`config.mk`:
```
export PLATFORM = sky130hd
export DESIGN_NAME = ocp_ctrl
export DESIGN_NICKNAME = d
export VERILOG_FILES = /design/src/ocp_pkg.sv /design/src/ocp_ctrl.sv
export SDC_FILE = /design/constraint.sdc
export NUM_CORES = 1
export LEC_CHECK = 0
export BUFFER_PORTS_ARGS = -buffer_cell sky130_fd_sc_hd__buf_2
export CAP_MARGIN = 40
export CORE_ASPECT_RATIO = 0.8
export CORE_MARGIN = 2
export CORE_UTILIZATION = 40
export CTS_BUF_LIST = sky130_fd_sc_hd__clkbuf_2 sky130_fd_sc_hd__clkbuf_4 sky130_fd_sc_hd__clkbuf_8
export DETAILED_ROUTE_END_ITERATION = 8
export GPL_ROUTABILITY_DRIVEN = 0
export PLACE_DENSITY = 0.61
export REMOVE_ABC_BUFFERS = 1
export SETUP_SLACK_MARGIN = 0.15
export SYNTH_ARGS = -nofsm -noshare
export SYNTH_HDL_FRONTEND = slang
export SYNTH_SLANG_ARGS = --single-unit
```
`constraint.sdc`:
```
create_clock -name clk -period 2.05 [get_ports clk]
set_input_delay 0.1025 -clock clk [delete_from_list [all_inputs] [get_ports clk]]
set_output_delay 0.1025 -clock clk [all_outputs]
set_load 0.1 [all_outputs]
```
`src/ocp_pkg.sv`:
```
// Constants, register map and types for the oscillator and power mode control.
// Function
// - Drive select 0 picks weak drive up to 10MHz, 1 strong drive above.
// - Drive select write ignored while crystal pins enabled and fast crystal on.
// - Enabling fast crystal clears its stable flag, then sets it when stable.
// - Fast crystal enable runs oscillator at 1, stops at 0, resets to 0.
// - Slow crystal speed-up 1 fast start high power, 0 low power slower.
// - Speed-up bit frozen while slow crystal is the system clock.
// - Enabling slow crystal clears its stable flag, then sets it when stable.
// - Slow crystal enable runs oscillator at 1; stable flags are read-only.
// - Bits 7 to 3 of both crystal control registers read as zero.
// - Clock select 111 moves system clock to the sub clock, slow mode.
// - Slow mode switch completes only when chosen low-speed source is stable.
// - Clock select 000 to 110 picks fast clock divided by 1 to 64.
// - Halt with both keep-alive bits 0 enters sleep; all clocks stop.
// - Halt with fast 0, slow 1 stops fast clock, keeps sub clock.
// - Halt with both keep-alive bits 1 keeps both clocks running.
// - Entering sleep or idle sets power-down flag, clears timeout flag.
// - Entering sleep or idle clears watchdog counter.
// - Memory, registers and ports hold their state in sleep or idle; a crystal stopped by the halt clears its stable flag.
// - Low-frequency select 0 picks internal RC, 1 slow crystal.
// - Halt with fast 1, slow 0 keeps fast clock, stops sub clock.
package ocp_pkg;
   localparam int ADDR_W = 4;
   localparam logic [3:0] FAST_XTAL_ADDR = 4'h0;
   localparam logic [3:0] SLOW_XTAL_ADDR = 4'h1;
   localparam logic [3:0] SYS_CFG_ADDR = 4'h2;
   localparam logic [3:0] STATUS_ADDR = 4'h3;
   localparam int EN_BIT = 0;
   localparam int FLAG_BIT = 1;
   localparam int MODE_BIT = 2;
   localparam int KEEP_SLOW_BIT = 0;
   localparam int KEEP_FAST_BIT = 1;
   localparam int LFSEL_BIT = 3;
   localparam int CKS_LSB = 5;
   localparam int PDF_BIT = 0;
   localparam int TO_BIT = 1;
   localparam int SLOW_MODE_BIT = 2;
   localparam int MODE_LSB = 4;
   localparam logic [7:0] XTAL_RESET = 8'h00;
   localparam logic [7:0] SYS_CFG_RESET = 8'h00;
   localparam logic [2:0] CKS_SUB = 3'h7;
   localparam logic [2:0] CKS_RESET = 3'h0;
   localparam int FAST_STABLE_US = 1;
   localparam int SLOW_STABLE_US = 20;
   localparam int SLOW_SPEEDUP_US = 2;
   localparam int CLK_MHZ = 100;
   localparam int FAST_STABLE_CYC = FAST_STABLE_US * CLK_MHZ;
   localparam int SLOW_STABLE_CYC = SLOW_STABLE_US * CLK_MHZ;
   localparam int SLOW_SPEEDUP_CYC = SLOW_SPEEDUP_US * CLK_MHZ;
   localparam int CNT_W = 12;
   typedef enum logic [2:0] {
      OCP_FAST, OCP_SLOW, OCP_SLEEP, OCP_IDLE_SUB, OCP_IDLE_BOTH, OCP_IDLE_HIGH
   } ocp_mode_type;
endpackage : ocp_pkg

```
`src/ocp_ctrl.sv`:
```
// Oscillator enables, stable flags, clock select and halt power modes.
`timescale 1ns/100ps
module ocp_ctrl (
   input wire logic clk,
   input wire logic resetn,
   input wire logic [3:0] addr,
   input wire logic [7:0] wdata,
   input wire logic wr,
   input wire logic rd,
   output logic [7:0] rdata,
   input wire logic crystal_pins_enabled,
   input wire logic slow_rc_stable,
   input wire logic fast_rc_stable,
   input wire logic halt_exec,
   input wire logic wake,
   output logic fast_crystal_osc_run,
   output logic fast_xtal_strong_drive,
   output logic slow_crystal_osc_run,
   output logic slow_xtal_speedup_out,
   output logic fast_clock_run,
   output logic sub_clock_run,
   output logic sys_clock_on_sub,
   output logic [2:0] fast_clock_div_sel,
   output logic cpu_halted,
   output logic watchdog_clear,
   output logic power_down_flag,
   output logic watchdog_timeout_flag,
   input wire logic watchdog_timeout
);
   logic fast_xtal_enable_ff;
   logic fast_xtal_drive_sel_ff;
   logic fast_xtal_stable_flag_ff;
   logic slow_xtal_enable_ff;
   logic slow_xtal_speedup_ff;
   logic slow_xtal_stable_flag_ff;
   logic [2:0] sys_clock_select_ff;
   logic low_freq_source_sel_ff;
   logic fast_osc_keepalive_ff;
   logic slow_osc_keepalive_ff;
   logic [11:0] fast_cnt_ff;
   logic [11:0] slow_cnt_ff;
   logic on_sub_ff;
   logic power_down_flag_ff;
   logic watchdog_timeout_flag_ff;
   logic watchdog_clear_ff;
   logic [7:0] rdata_ff;
   ocp_pkg::ocp_mode_type mode_ff;
   ocp_pkg::ocp_mode_type nxt_halt_mode;
   logic wr_fast;
   logic wr_slow;
   logic wr_cfg;
   logic sub_stable;
   logic slow_on_sub_now;
   logic fast_run_int;
   logic slow_run_int;
   logic [11:0] slow_target;

   assign wr_fast = wr && (addr == ocp_pkg::FAST_XTAL_ADDR);
   assign wr_slow = wr && (addr == ocp_pkg::SLOW_XTAL_ADDR);
   assign wr_cfg = wr && (addr == ocp_pkg::SYS_CFG_ADDR);

   // Drive select is locked while pins and fast crystal are both active.
   always_ff @(posedge clk or negedge resetn) begin
      if (!resetn) begin
         fast_xtal_enable_ff <= 1'b0;
         fast_xtal_drive_sel_ff <= 1'b0;
      end else if (wr_fast) begin
         fast_xtal_enable_ff <= wdata[ocp_pkg::EN_BIT];
         if (!(crystal_pins_enabled && fast_xtal_enable_ff)) begin
            fast_xtal_drive_sel_ff <= wdata[ocp_pkg::MODE_BIT];
         end
      end
   end

   // The speed-up bit cannot change while the slow crystal clocks the core.
   always_ff @(posedge clk or negedge resetn) begin
      if (!resetn) begin
         slow_xtal_enable_ff <= 1'b0;
         slow_xtal_speedup_ff <= 1'b0;
      end else if (wr_slow) begin
         slow_xtal_enable_ff <= wdata[ocp_pkg::EN_BIT];
         if (!slow_on_sub_now) begin
            slow_xtal_speedup_ff <= wdata[ocp_pkg::MODE_BIT];
         end
      end
   end

   assign slow_on_sub_now = on_sub_ff && low_freq_source_sel_ff;

   always_ff @(posedge clk or negedge resetn) begin
      if (!resetn) begin
         sys_clock_select_ff <= ocp_pkg::CKS_RESET;
         low_freq_source_sel_ff <= 1'b0;
         fast_osc_keepalive_ff <= 1'b0;
         slow_osc_keepalive_ff <= 1'b0;
      end else if (wr_cfg) begin
         sys_clock_select_ff <= wdata[ocp_pkg::CKS_LSB +: 3];
         low_freq_source_sel_ff <= wdata[ocp_pkg::LFSEL_BIT];
         fast_osc_keepalive_ff <= wdata[ocp_pkg::KEEP_FAST_BIT];
         slow_osc_keepalive_ff <= wdata[ocp_pkg::KEEP_SLOW_BIT];
      end
   end

   // Stabilisation counters restart whenever an oscillator is (re)enabled.
   always_ff @(posedge clk or negedge resetn) begin
      if (!resetn) begin
         fast_cnt_ff <= '0;
         fast_xtal_stable_flag_ff <= 1'b0;
      end else if (!fast_run_int
                   || (wr_fast && wdata[ocp_pkg::EN_BIT]
                       && !fast_xtal_enable_ff)) begin
         fast_cnt_ff <= '0;
         fast_xtal_stable_flag_ff <= 1'b0;
      end else if (fast_cnt_ff == 12'(ocp_pkg::FAST_STABLE_CYC)) begin
         fast_xtal_stable_flag_ff <= 1'b1;
      end else begin
         fast_cnt_ff <= fast_cnt_ff + 12'h001;
      end
   end

   assign slow_target = slow_xtal_speedup_ff
                        ? 12'(ocp_pkg::SLOW_SPEEDUP_CYC)
                        : 12'(ocp_pkg::SLOW_STABLE_CYC);

   always_ff @(posedge clk or negedge resetn) begin
      if (!resetn) begin
         slow_cnt_ff <= '0;
         slow_xtal_stable_flag_ff <= 1'b0;
      end else if (!slow_run_int
                   || (wr_slow && wdata[ocp_pkg::EN_BIT]
                       && !slow_xtal_enable_ff)) begin
         slow_cnt_ff <= '0;
         slow_xtal_stable_flag_ff <= 1'b0;
      end else if (slow_cnt_ff >= slow_target) begin
         slow_xtal_stable_flag_ff <= 1'b1;
      end else begin
         slow_cnt_ff <= slow_cnt_ff + 12'h001;
      end
   end

   assign sub_stable = low_freq_source_sel_ff ? slow_xtal_stable_flag_ff
                                              : slow_rc_stable;

   // Fast mode follows the select at once; slow mode waits for stability.
   always_ff @(posedge clk or negedge resetn) begin
      if (!resetn) begin
         on_sub_ff <= 1'b0;
      end else if (sys_clock_select_ff != ocp_pkg::CKS_SUB) begin
         on_sub_ff <= 1'b0;
      end else if (sub_stable) begin
         on_sub_ff <= 1'b1;
      end
   end

   always_comb begin
      case ({fast_osc_keepalive_ff, slow_osc_keepalive_ff})
         2'b00: nxt_halt_mode = ocp_pkg::OCP_SLEEP;
         2'b01: nxt_halt_mode = ocp_pkg::OCP_IDLE_SUB;
         2'b11: nxt_halt_mode = ocp_pkg::OCP_IDLE_BOTH;
         default: nxt_halt_mode = ocp_pkg::OCP_IDLE_HIGH;
      endcase
   end

   // Halt freezes execution; register writes still apply and stopped crystals clear their stable flags.
   always_ff @(posedge clk or negedge resetn) begin
      if (!resetn) begin
         mode_ff <= ocp_pkg::OCP_FAST;
      end else begin
         case (mode_ff)
            ocp_pkg::OCP_FAST, ocp_pkg::OCP_SLOW: begin
               if (halt_exec) begin
                  mode_ff <= nxt_halt_mode;
               end else begin
                  mode_ff <= on_sub_ff ? ocp_pkg::OCP_SLOW : ocp_pkg::OCP_FAST;
               end
            end
            default: begin
               if (wake) begin
                  mode_ff <= on_sub_ff ? ocp_pkg::OCP_SLOW : ocp_pkg::OCP_FAST;
               end
            end
         endcase
      end
   end

   always_ff @(posedge clk or negedge resetn) begin
      if (!resetn) begin
         power_down_flag_ff <= 1'b0;
         watchdog_timeout_flag_ff <= 1'b0;
         watchdog_clear_ff <= 1'b0;
      end else begin
         watchdog_clear_ff <= halt_exec && !cpu_halted;
         if (halt_exec && !cpu_halted) begin
            power_down_flag_ff <= 1'b1;
            watchdog_timeout_flag_ff <= 1'b0;
         end else if (watchdog_timeout) begin
            watchdog_timeout_flag_ff <= 1'b1;
         end
      end
   end

   assign cpu_halted = (mode_ff != ocp_pkg::OCP_FAST)
                       && (mode_ff != ocp_pkg::OCP_SLOW);
   assign fast_run_int = fast_xtal_enable_ff
                         && (mode_ff != ocp_pkg::OCP_SLEEP)
                         && (mode_ff != ocp_pkg::OCP_IDLE_SUB);
   assign slow_run_int = slow_xtal_enable_ff
                         && (mode_ff != ocp_pkg::OCP_SLEEP)
                         && (mode_ff != ocp_pkg::OCP_IDLE_HIGH);
   assign fast_clock_run = (mode_ff == ocp_pkg::OCP_FAST)
                           || (mode_ff == ocp_pkg::OCP_SLOW)
                           || (mode_ff == ocp_pkg::OCP_IDLE_BOTH)
                           || (mode_ff == ocp_pkg::OCP_IDLE_HIGH);
   assign sub_clock_run = (mode_ff == ocp_pkg::OCP_FAST)
                          || (mode_ff == ocp_pkg::OCP_SLOW)
                          || (mode_ff == ocp_pkg::OCP_IDLE_BOTH)
                          || (mode_ff == ocp_pkg::OCP_IDLE_SUB);
   assign fast_crystal_osc_run = fast_run_int;
   assign slow_crystal_osc_run = slow_run_int;
   assign fast_xtal_strong_drive = fast_xtal_drive_sel_ff;
   assign slow_xtal_speedup_out = slow_xtal_speedup_ff;
   assign sys_clock_on_sub = on_sub_ff;
   assign fast_clock_div_sel = on_sub_ff ? ocp_pkg::CKS_RESET
                                         : sys_clock_select_ff;
   assign watchdog_clear = watchdog_clear_ff;
   assign power_down_flag = power_down_flag_ff;
   assign watchdog_timeout_flag = watchdog_timeout_flag_ff;

   // Read data; upper crystal control bits are zero.
   always_ff @(posedge clk or negedge resetn) begin
      if (!resetn) begin
         rdata_ff <= 8'h00;
      end else if (rd) begin
         case (addr)
            ocp_pkg::FAST_XTAL_ADDR: rdata_ff <= {5'h00,
               fast_xtal_drive_sel_ff, fast_xtal_stable_flag_ff,
               fast_xtal_enable_ff};
            ocp_pkg::SLOW_XTAL_ADDR: rdata_ff <= {5'h00,
               slow_xtal_speedup_ff, slow_xtal_stable_flag_ff,
               slow_xtal_enable_ff};
            ocp_pkg::SYS_CFG_ADDR: rdata_ff <= {sys_clock_select_ff, 1'b0,
               low_freq_source_sel_ff, 1'b0, fast_osc_keepalive_ff,
               slow_osc_keepalive_ff};
            ocp_pkg::STATUS_ADDR: rdata_ff <= {1'b0, mode_ff, 1'b0,
               on_sub_ff, watchdog_timeout_flag_ff, power_down_flag_ff};
            default: rdata_ff <= 8'h00;
         endcase
      end else begin
         rdata_ff <= 8'h00;
      end
   end
   assign rdata = rdata_ff;
endmodule : ocp_ctrl

```
==> results.sh, run 1 <==
export IMPL_timing_critical_path_to_type="flop"
export IMPL_grt_start_max_net_pins=28
export IMPL_initialDrtViolationCount=75
export IMPL_max_stage_delay_ns=0.50
export IMPL_clk_pin_slew_ns=0.10
export IMPL_routedWlPerCell_um=14.1
export IMPL_cp_arrival_ns=2.30
export IMPL_area_grow_syn2layout_pct=22.1
export IMPL_globalRouteOverflowTotal=0
export IMPL_comb_power_share=0.415
export IMPL_die_area_um2=7310
export IMPL_worstSetupPathType="flop to flop"
export IMPL_synth_enable_flop_cells=0
export IMPL_intPower_mw=1.71
export IMPL_final_min_period_over_clock_period=1.01
export IMPL_global_route_wire_length_before_repair_um=9670
export IMPL_final_antenna_net_count=0
export IMPL_outcome="finished, violations left"
export IMPL_failing_checks="setup timing"
export IMPL_worstSkewPairLatency_ns=0.31
export IMPL_synth_top_cell_area_share=0.481
export IMPL_vias_per_cell=5.28
export IMPL_final_hold_violation_count=0
export IMPL_worst_slack_ns=-0.0167
export IMPL_top_reg_cell_synth="dfrtp_1"
export IMPL_die_width_um=95.1
export IMPL_fin_clk_skew_ns=0.0112
export IMPL_number_of_design_rule_violations_left_after_detail_routing=0
export IMPL_synthesis_area_um2=2660
export IMPL_total_switching_power_mw=1.49
export IMPL_ir_drop_v=0.000816
export IMPL_clock_fmax_mhz=484
export IMPL_initial_util=0.414
export IMPL_timing_critical_path_slowest_stage_cell="a2111o_1"
export IMPL_share_seq_of_total_power=0.398
export IMPL_avgSynthCellArea_um2=10.4
export IMPL_leakage_nw=1.48
export IMPL_number_of_standard_cells_after_synthesis=256
export IMPL_synth_sequential_area_ratio=0.481
export IMPL_cts_sinks=51
export IMPL_clock_path_buffers=2
export IMPL_grt_usage=0.168
export IMPL_timing_critical_path_from_type="flop"
export IMPL_worstPathMaxFanout=7
export IMPL_tritoncts="done"
export IMPL_synth_async_reset_ratio=1.00
export IMPL_post_synth_top_count_cell="dfrtp_1"
export IMPL_placeableCoreArea_um2=6410
export IMPL_port_buffer_count=41
export IMPL_io_pins=44
export IMPL_number_of_storage_elements_in_the_synthesis_netlist=51
export IMPL_share_of_final_layout_standard_cells_stronger_than_drive_strength_1=0.292
export IMPL_n_fill_cell=593
export IMPL_hold_path_class="input pin to flop"
export IMPL_maxSlewHeadroom=0.596
export IMPL_cts_made_buffers=5
export IMPL_cp_cell_sequence="buf_4 -> ha_4 -> a2111o_1 -> or4_1 -> a21oi_1"
export IMPL_dr_pass1_iters=4
export IMPL_antenna_found_initial=0
export IMPL_max_cap_viol=0
export IMPL_critical_path_required_ns=2.28
export IMPL_detailed_place_hpwl_um=4180
export IMPL_fin_setup_tns_ns=-0.0167
export IMPL_wirelength_um=5660
export IMPL_cts_htree_levels=2
export IMPL_floorplan_rows=26
export IMPL_netlist_top_cells_area="dfrtp_1 (48%), ha_1 (6.1%), mux2_2 (4.7%)"
export IMPL_synth_distinct_cells=46
export IMPL_power_density_nw_per_um2=988
export IMPL_clk_root_buffer_cell="clkbuf_8"
export IMPL_setup_viol=1
export IMPL_max_slew_worst_pin_slew_ns=0.591
export IMPL_rsz0062_at_grt="true"
export IMPL_final_min_clock_period_ns=2.07
export IMPL_final_core_util=0.506
export IMPL_synth_cells_most_frequent="dfrtp_1 (51), nor2_1 (25), a21oi_1 (16), inv_1 (16), nand2_1 (16)"
export IMPL_die_height_um=76.9
export IMPL_insertedDiodeCount=0
export IMPL_yosys_warnings=0
export IMPL_dp_cells=387
export IMPL_number_of_nets_in_the_layout=352
export IMPL_power_share_switching=0.466
export IMPL_routed_via_count=2122
export IMPL_final_instance_count_excl_fill=402
export IMPL_grt_pass1_vias=1953
export IMPL_post_synthesis_cell_type_with_the_largest_combined_area="dfrtp_1"
export IMPL_power_clock_fraction=0.187
export IMPL_slew_viol_final=0
## metal layers
| metal | share of wire | vias up | GRT usage |
|---|---|---|---|
| li1 | - | 1049 | - |
| met1 | 0.49 | 1017 | 0.247 |
| met2 | 0.45 | 49 | 0.246 |
| met3 | 0.044 | 7 | 0.0363 |
| met4 | 0.013 | 0 | 0.0565 |
| met5 | 0 | - | 0 |
## worst max-delay path, delay by kind of cell, from the launching register on
kind	cells	cell delay [ns]
adder cells (fa/ha/maj)	1	0.24
buffers and inverters	1	0.17
AO/OA/AOI/OAI	2	0.65
AND/OR/NAND/NOR	1	0.44
flip-flops	1	0.49
## final cells by class
| class | instances | area [um^2] | area share |
|---|---|---|---|
| inverter | 16 | 60.1 | 0.0185 |
| clock inverter | 3 | 22.5 | 0.00694 |
| timing repair buffer | 62 | 384 | 0.118 |
| sequential | 51 | 1280 | 0.394 |
| tap | 84 | 105 | 0.0324 |
| multi-input combinational | 181 | 1330 | 0.409 |
| clock buffer | 5 | 68.8 | 0.0212 |
## placed cells by master (no fill, tap or decap), types with 7 or more instances in the layout
cell type,n
ha_1,11
buf_4,18
dfrtp_1,50
or4_1,7
nand2_1,16
buf_2,40
inv_1,16
mux2_2,11
nor2_1,25
nand3_1,12
a21oi_1,14
o31ai_1,8
## repair_timing
action / 4_1_cts / 5_1_grt
resized for setup: 4 / 7
hold buffers: 1 / 0
buffers inserted: 3 / 3
pin swaps: 4 / 3
endpoints found under the setup margin: 13 / 13
hold endpoints to repair: 24 / 0
## path summary, 6_finish.rpt
check	slack (ns)	depth (start not counted)	end	start
min	0.007	3	watchdog_timeout_flag$_DFFE_PN0P_	watchdog_timeout
min reg2reg	0.49	1	power_down_flag$_DFFE_PN0P_	power_down_flag$_DFFE_PN0P_
min in group asynchronous	0.33	2	slow_xtal_enable_ff$_DFFE_PN0P_	resetn
max in group asynchronous	1.16	3	slow_xtal_speedup_out$_DFFE_PN0P_	resetn
max reg2reg	-0.02	5	slow_cnt_ff[10]$_DFFE_PN0P_	slow_xtal_speedup_out$_DFFE_PN0P_
max	-0.02	5	slow_cnt_ff[10]$_DFFE_PN0P_	slow_xtal_speedup_out$_DFFE_PN0P_
## registers in the layout (all words and copies together) (netlist names), 3 cells and up
name                 cells
fast_cnt_ff             12
mode_ff                  3
rdata                    8
slow_cnt_ff             12
sys_clock_select_ff      3
## power by group through the flow
stage,sequential [mW],combinational [mW],clock [mW]
after floorplan,1.46,0.839,0
after global routing,1.31,1.42,0.664
after detailed placement,1.29,1.30,0
final,1.28,1.33,0.600
after CTS,1.27,1.32,0.620
after global placement,1.29,1.30,0
## metrics by stage
stage	hold WS, ns	area (um^2)	setup slack, ns	total power, mW
2_1_floorplan	-0.193	2610	-0.639	2.30
3_3_place_gp	0.139	3040	-0.0347	2.59
3_5_place_dp	0.134	3040	-0.123	2.59
4_1_cts	0.00204	3180	0.0151	3.21
5_1_grt	0.00346	3240	-0.106	3.38
6_report	0.00675	3240	-0.0167	3.20
## kinds of logic (layout without fill, tap and decap cells)
logic type	Yosys count	count (layout)	synth area share
AO/OA/AOI/OAI	44	44	0.111
buffers and inverters	24	86	0.0396
adder cells (fa/ha/maj)	13	13	0.0613
multiplexers	19	19	0.0862
flip-flops	51	51	0.481
AND/OR/NAND/NOR	98	98	0.198
XOR/XNOR	7	7	0.0231
No activity file was read; power rests on OpenSTA's default activity.
==> run 2: changes to the inputs <==
--- a/config.mk
+++ b/config.mk
@@ -13,7 +13,8 @@
 export CTS_BUF_LIST = sky130_fd_sc_hd__clkbuf_2 sky130_fd_sc_hd__clkbuf_4 sky130_fd_sc_hd__clkbuf_8
 export DETAILED_ROUTE_END_ITERATION = 8
 export GPL_ROUTABILITY_DRIVEN = 0
-export PLACE_DENSITY = 0.61
+export PLACE_DENSITY = 0.59
+export RECOVER_POWER = 25
 export REMOVE_ABC_BUFFERS = 1
 export SETUP_SLACK_MARGIN = 0.15
 export SYNTH_ARGS = -nofsm -noshare
==> constraint.sdc (replaced) <==
create_clock -name clk -period 2.4 [get_ports clk]
set_input_delay 0.12 -clock clk [delete_from_list [all_inputs] [get_ports clk]]
set_output_delay 0.12 -clock clk [all_outputs]
set_load 0.1 [all_outputs]
==> results.sh, run 2 (synthesis gave the netlist of run 1 again) <==
export IMPL_worstSetupPathType="flop to flop"
export IMPL_worstSkewPairLatency_ns=0.31
export IMPL_dr_pass1_iters=4
export IMPL_outcome="finished clean"
export IMPL_leakage_nw=1.39
export IMPL_setup_reg_to_reg_worst_slack_ns=0.25
export IMPL_cp_cell_sequence="ha_1 -> a21o_1 -> a2111o_1 -> or4_1 -> a21oi_1"
export IMPL_cts_sinks=51
export IMPL_slew_viol_final=0
export IMPL_cp_top_family="compound AO/OA/AOI/OAI gates"
export IMPL_r2r_worst_path_cells=5
export IMPL_worstPathMaxFanout=8
export IMPL_insertedDiodeCount=0
export IMPL_rsz0062_at_grt="false"
export IMPL_critPathBufInv=0
export IMPL_final_min_clock_period_ns=2.15
export IMPL_power_share_switching=0.472
export IMPL_detailed_place_hpwl_um=3930
export IMPL_clk_pin_slew_ns=0.10
export IMPL_globalRouteOverflowTotal=0
export IMPL_timing_critical_path_to="slow_cnt_ff[10]$_DFFE_PN0P_"
export IMPL_number_of_design_rule_violations_left_after_detail_routing=0
export IMPL_setup_viol=0
export IMPL_max_cap_viol=0
export IMPL_share_seq_of_total_power=0.402
export IMPL_global_route_wire_length_before_repair_um=9460
export IMPL_worst_slack_ns=0.248
export IMPL_tritoncts="done"
export IMPL_critical_path_required_ns=2.65
export IMPL_antenna_found_initial=0
export IMPL_origin_of_the_worst_setup_path="slow_xtal_speedup_out$_DFFE_PN0P_"
export IMPL_final_min_period_over_clock_period=0.897
export IMPL_initial_util=0.414
export IMPL_share_of_final_layout_standard_cells_stronger_than_drive_strength_1=0.237
export IMPL_port_buffer_count=41
export IMPL_grt_start_max_net_pins=52
export IMPL_area_grow_syn2layout_pct=15.3
export IMPL_number_of_nets_in_the_layout=338
export IMPL_totalPowerFinal_mw=2.70
export IMPL_vias_per_cell=5.35
export IMPL_final_cell_mix="dfrtp_1 (50), buf_2 (41), nor2_1 (25)"
export IMPL_initialDrtViolationCount=70
export IMPL_power_clock_fraction=0.188
export IMPL_floorplan_rows=26
export IMPL_routed_via_count=2074
export IMPL_maxSlewHeadroom=0.158
export IMPL_dp_cells=379
export IMPL_r2r_end="slow_cnt_ff[10]$_DFFE_PN0P_"
export IMPL_cts_htree_levels=2
export IMPL_final_antenna_net_count=0
export IMPL_final_core_util=0.478
export IMPL_io_pins=44
export IMPL_hold_path_class="input pin to flop"
export IMPL_grt_pass1_vias=1970
export IMPL_fin_clk_skew_ns=0.00625
export IMPL_routedWlPerCell_um=14.2
export IMPL_layout_cells_most_common="dfrtp_1"
export IMPL_intPower_mw=1.42
export IMPL_placeableCoreArea_um2=6410
export IMPL_max_stage_delay_ns=0.52
export IMPL_critical_path_depth=5
export IMPL_max_slew_worst_pin_slew_ns=1.26
export IMPL_start_of_the_worst_register_to_register_path="slow_xtal_speedup_out$_DFFE_PN0P_"
export IMPL_final_hold_violation_count=0
export IMPL_cp_arrival_ns=2.40
export IMPL_ir_drop_v=0.000579
export IMPL_total_switching_power_mw=1.27
export IMPL_timing_critical_path_from_type="flop"
export IMPL_clk_root_buffer_cell="clkbuf_8"
export IMPL_wirelength_um=5520
export IMPL_power_density_nw_per_um2=881
export IMPL_fin_setup_tns_ns=0
export IMPL_clock_fmax_mhz=465
export IMPL_final_instance_count_excl_fill=388
export IMPL_cts_made_buffers=5
export IMPL_die_width_um=95.1
export IMPL_die_height_um=76.9
export IMPL_grt_usage=0.165
export IMPL_timing_critical_path_slowest_stage_cell="a2111o_1"
export IMPL_clock_path_buffers=2
export IMPL_timing_critical_path_to_type="flop"
export IMPL_comb_power_share=0.409
export IMPL_dp_slack_ns=0.230
export IMPL_die_area_um2=7310
## run 2: worst min-delay path by stage
stage	cells past startpoint	start	slack, ns	to
global placement	2	resetn	0.28	slow_cnt_ff[10]$_DFFE_PN0P_
detailed placement	2	resetn	0.28	slow_cnt_ff[10]$_DFFE_PN0P_
global route	2	wake	0.01	mode_ff[2]$_DFFE_PN0P_
floorplan	0	resetn	-0.18	fast_cnt_ff[0]$_DFFE_PN0P_
CTS	2	wake	0.02	mode_ff[2]$_DFFE_PN0P_
finish	2	wake	0.02	mode_ff[2]$_DFFE_PN0P_
## run 2: metal layers
layer	track usage	vias up	share of wire
li1	-	1018	-
met1	0.244	1007	0.51
met2	0.237	44	0.44
met3	0.0344	5	0.043
met4	0.0565	0	0.011
met5	0	-	0
## run 2: power groups by stage
stage / logic, mW / registers, mW / clock network (mW)
5_1_grt: 1.18 / 1.10 / 0.562
6_report: 1.10 / 1.08 / 0.508
2_1_floorplan: 0.717 / 1.24 / 0
3_3_place_gp: 1.09 / 1.10 / 0
4_1_cts: 1.11 / 1.08 / 0.525
3_5_place_dp: 1.11 / 1.10 / 0
## run 2: layout make-up
type                       count  area (um^2)
timing repair buffer          48          254
clock buffer                   5         68.8
tap                           84          105
multi-input combinational    181         1270
inverter                      16         60.1
clock inverter                 3         20.0
fill                         603         3350
sequential                    51         1280
## run 2: per-stage QoR
step           hold WS, ns  area [um^2]
4_1_cts             0.0163         3060
3_3_place_gp         0.282         2970
6_report            0.0230         3060
2_1_floorplan       -0.176         2610
5_1_grt             0.0102         3060
3_5_place_dp         0.277         2970
## run 2: what timing repair did
action / in CTS / in global routing
setup endpoints to repair: 0 / 5
hold buffers: 1 / 0
endpoints found under the hold margin: 51 / 0
setup buffers: 0 / 0
gates resized for setup: 0 / 2
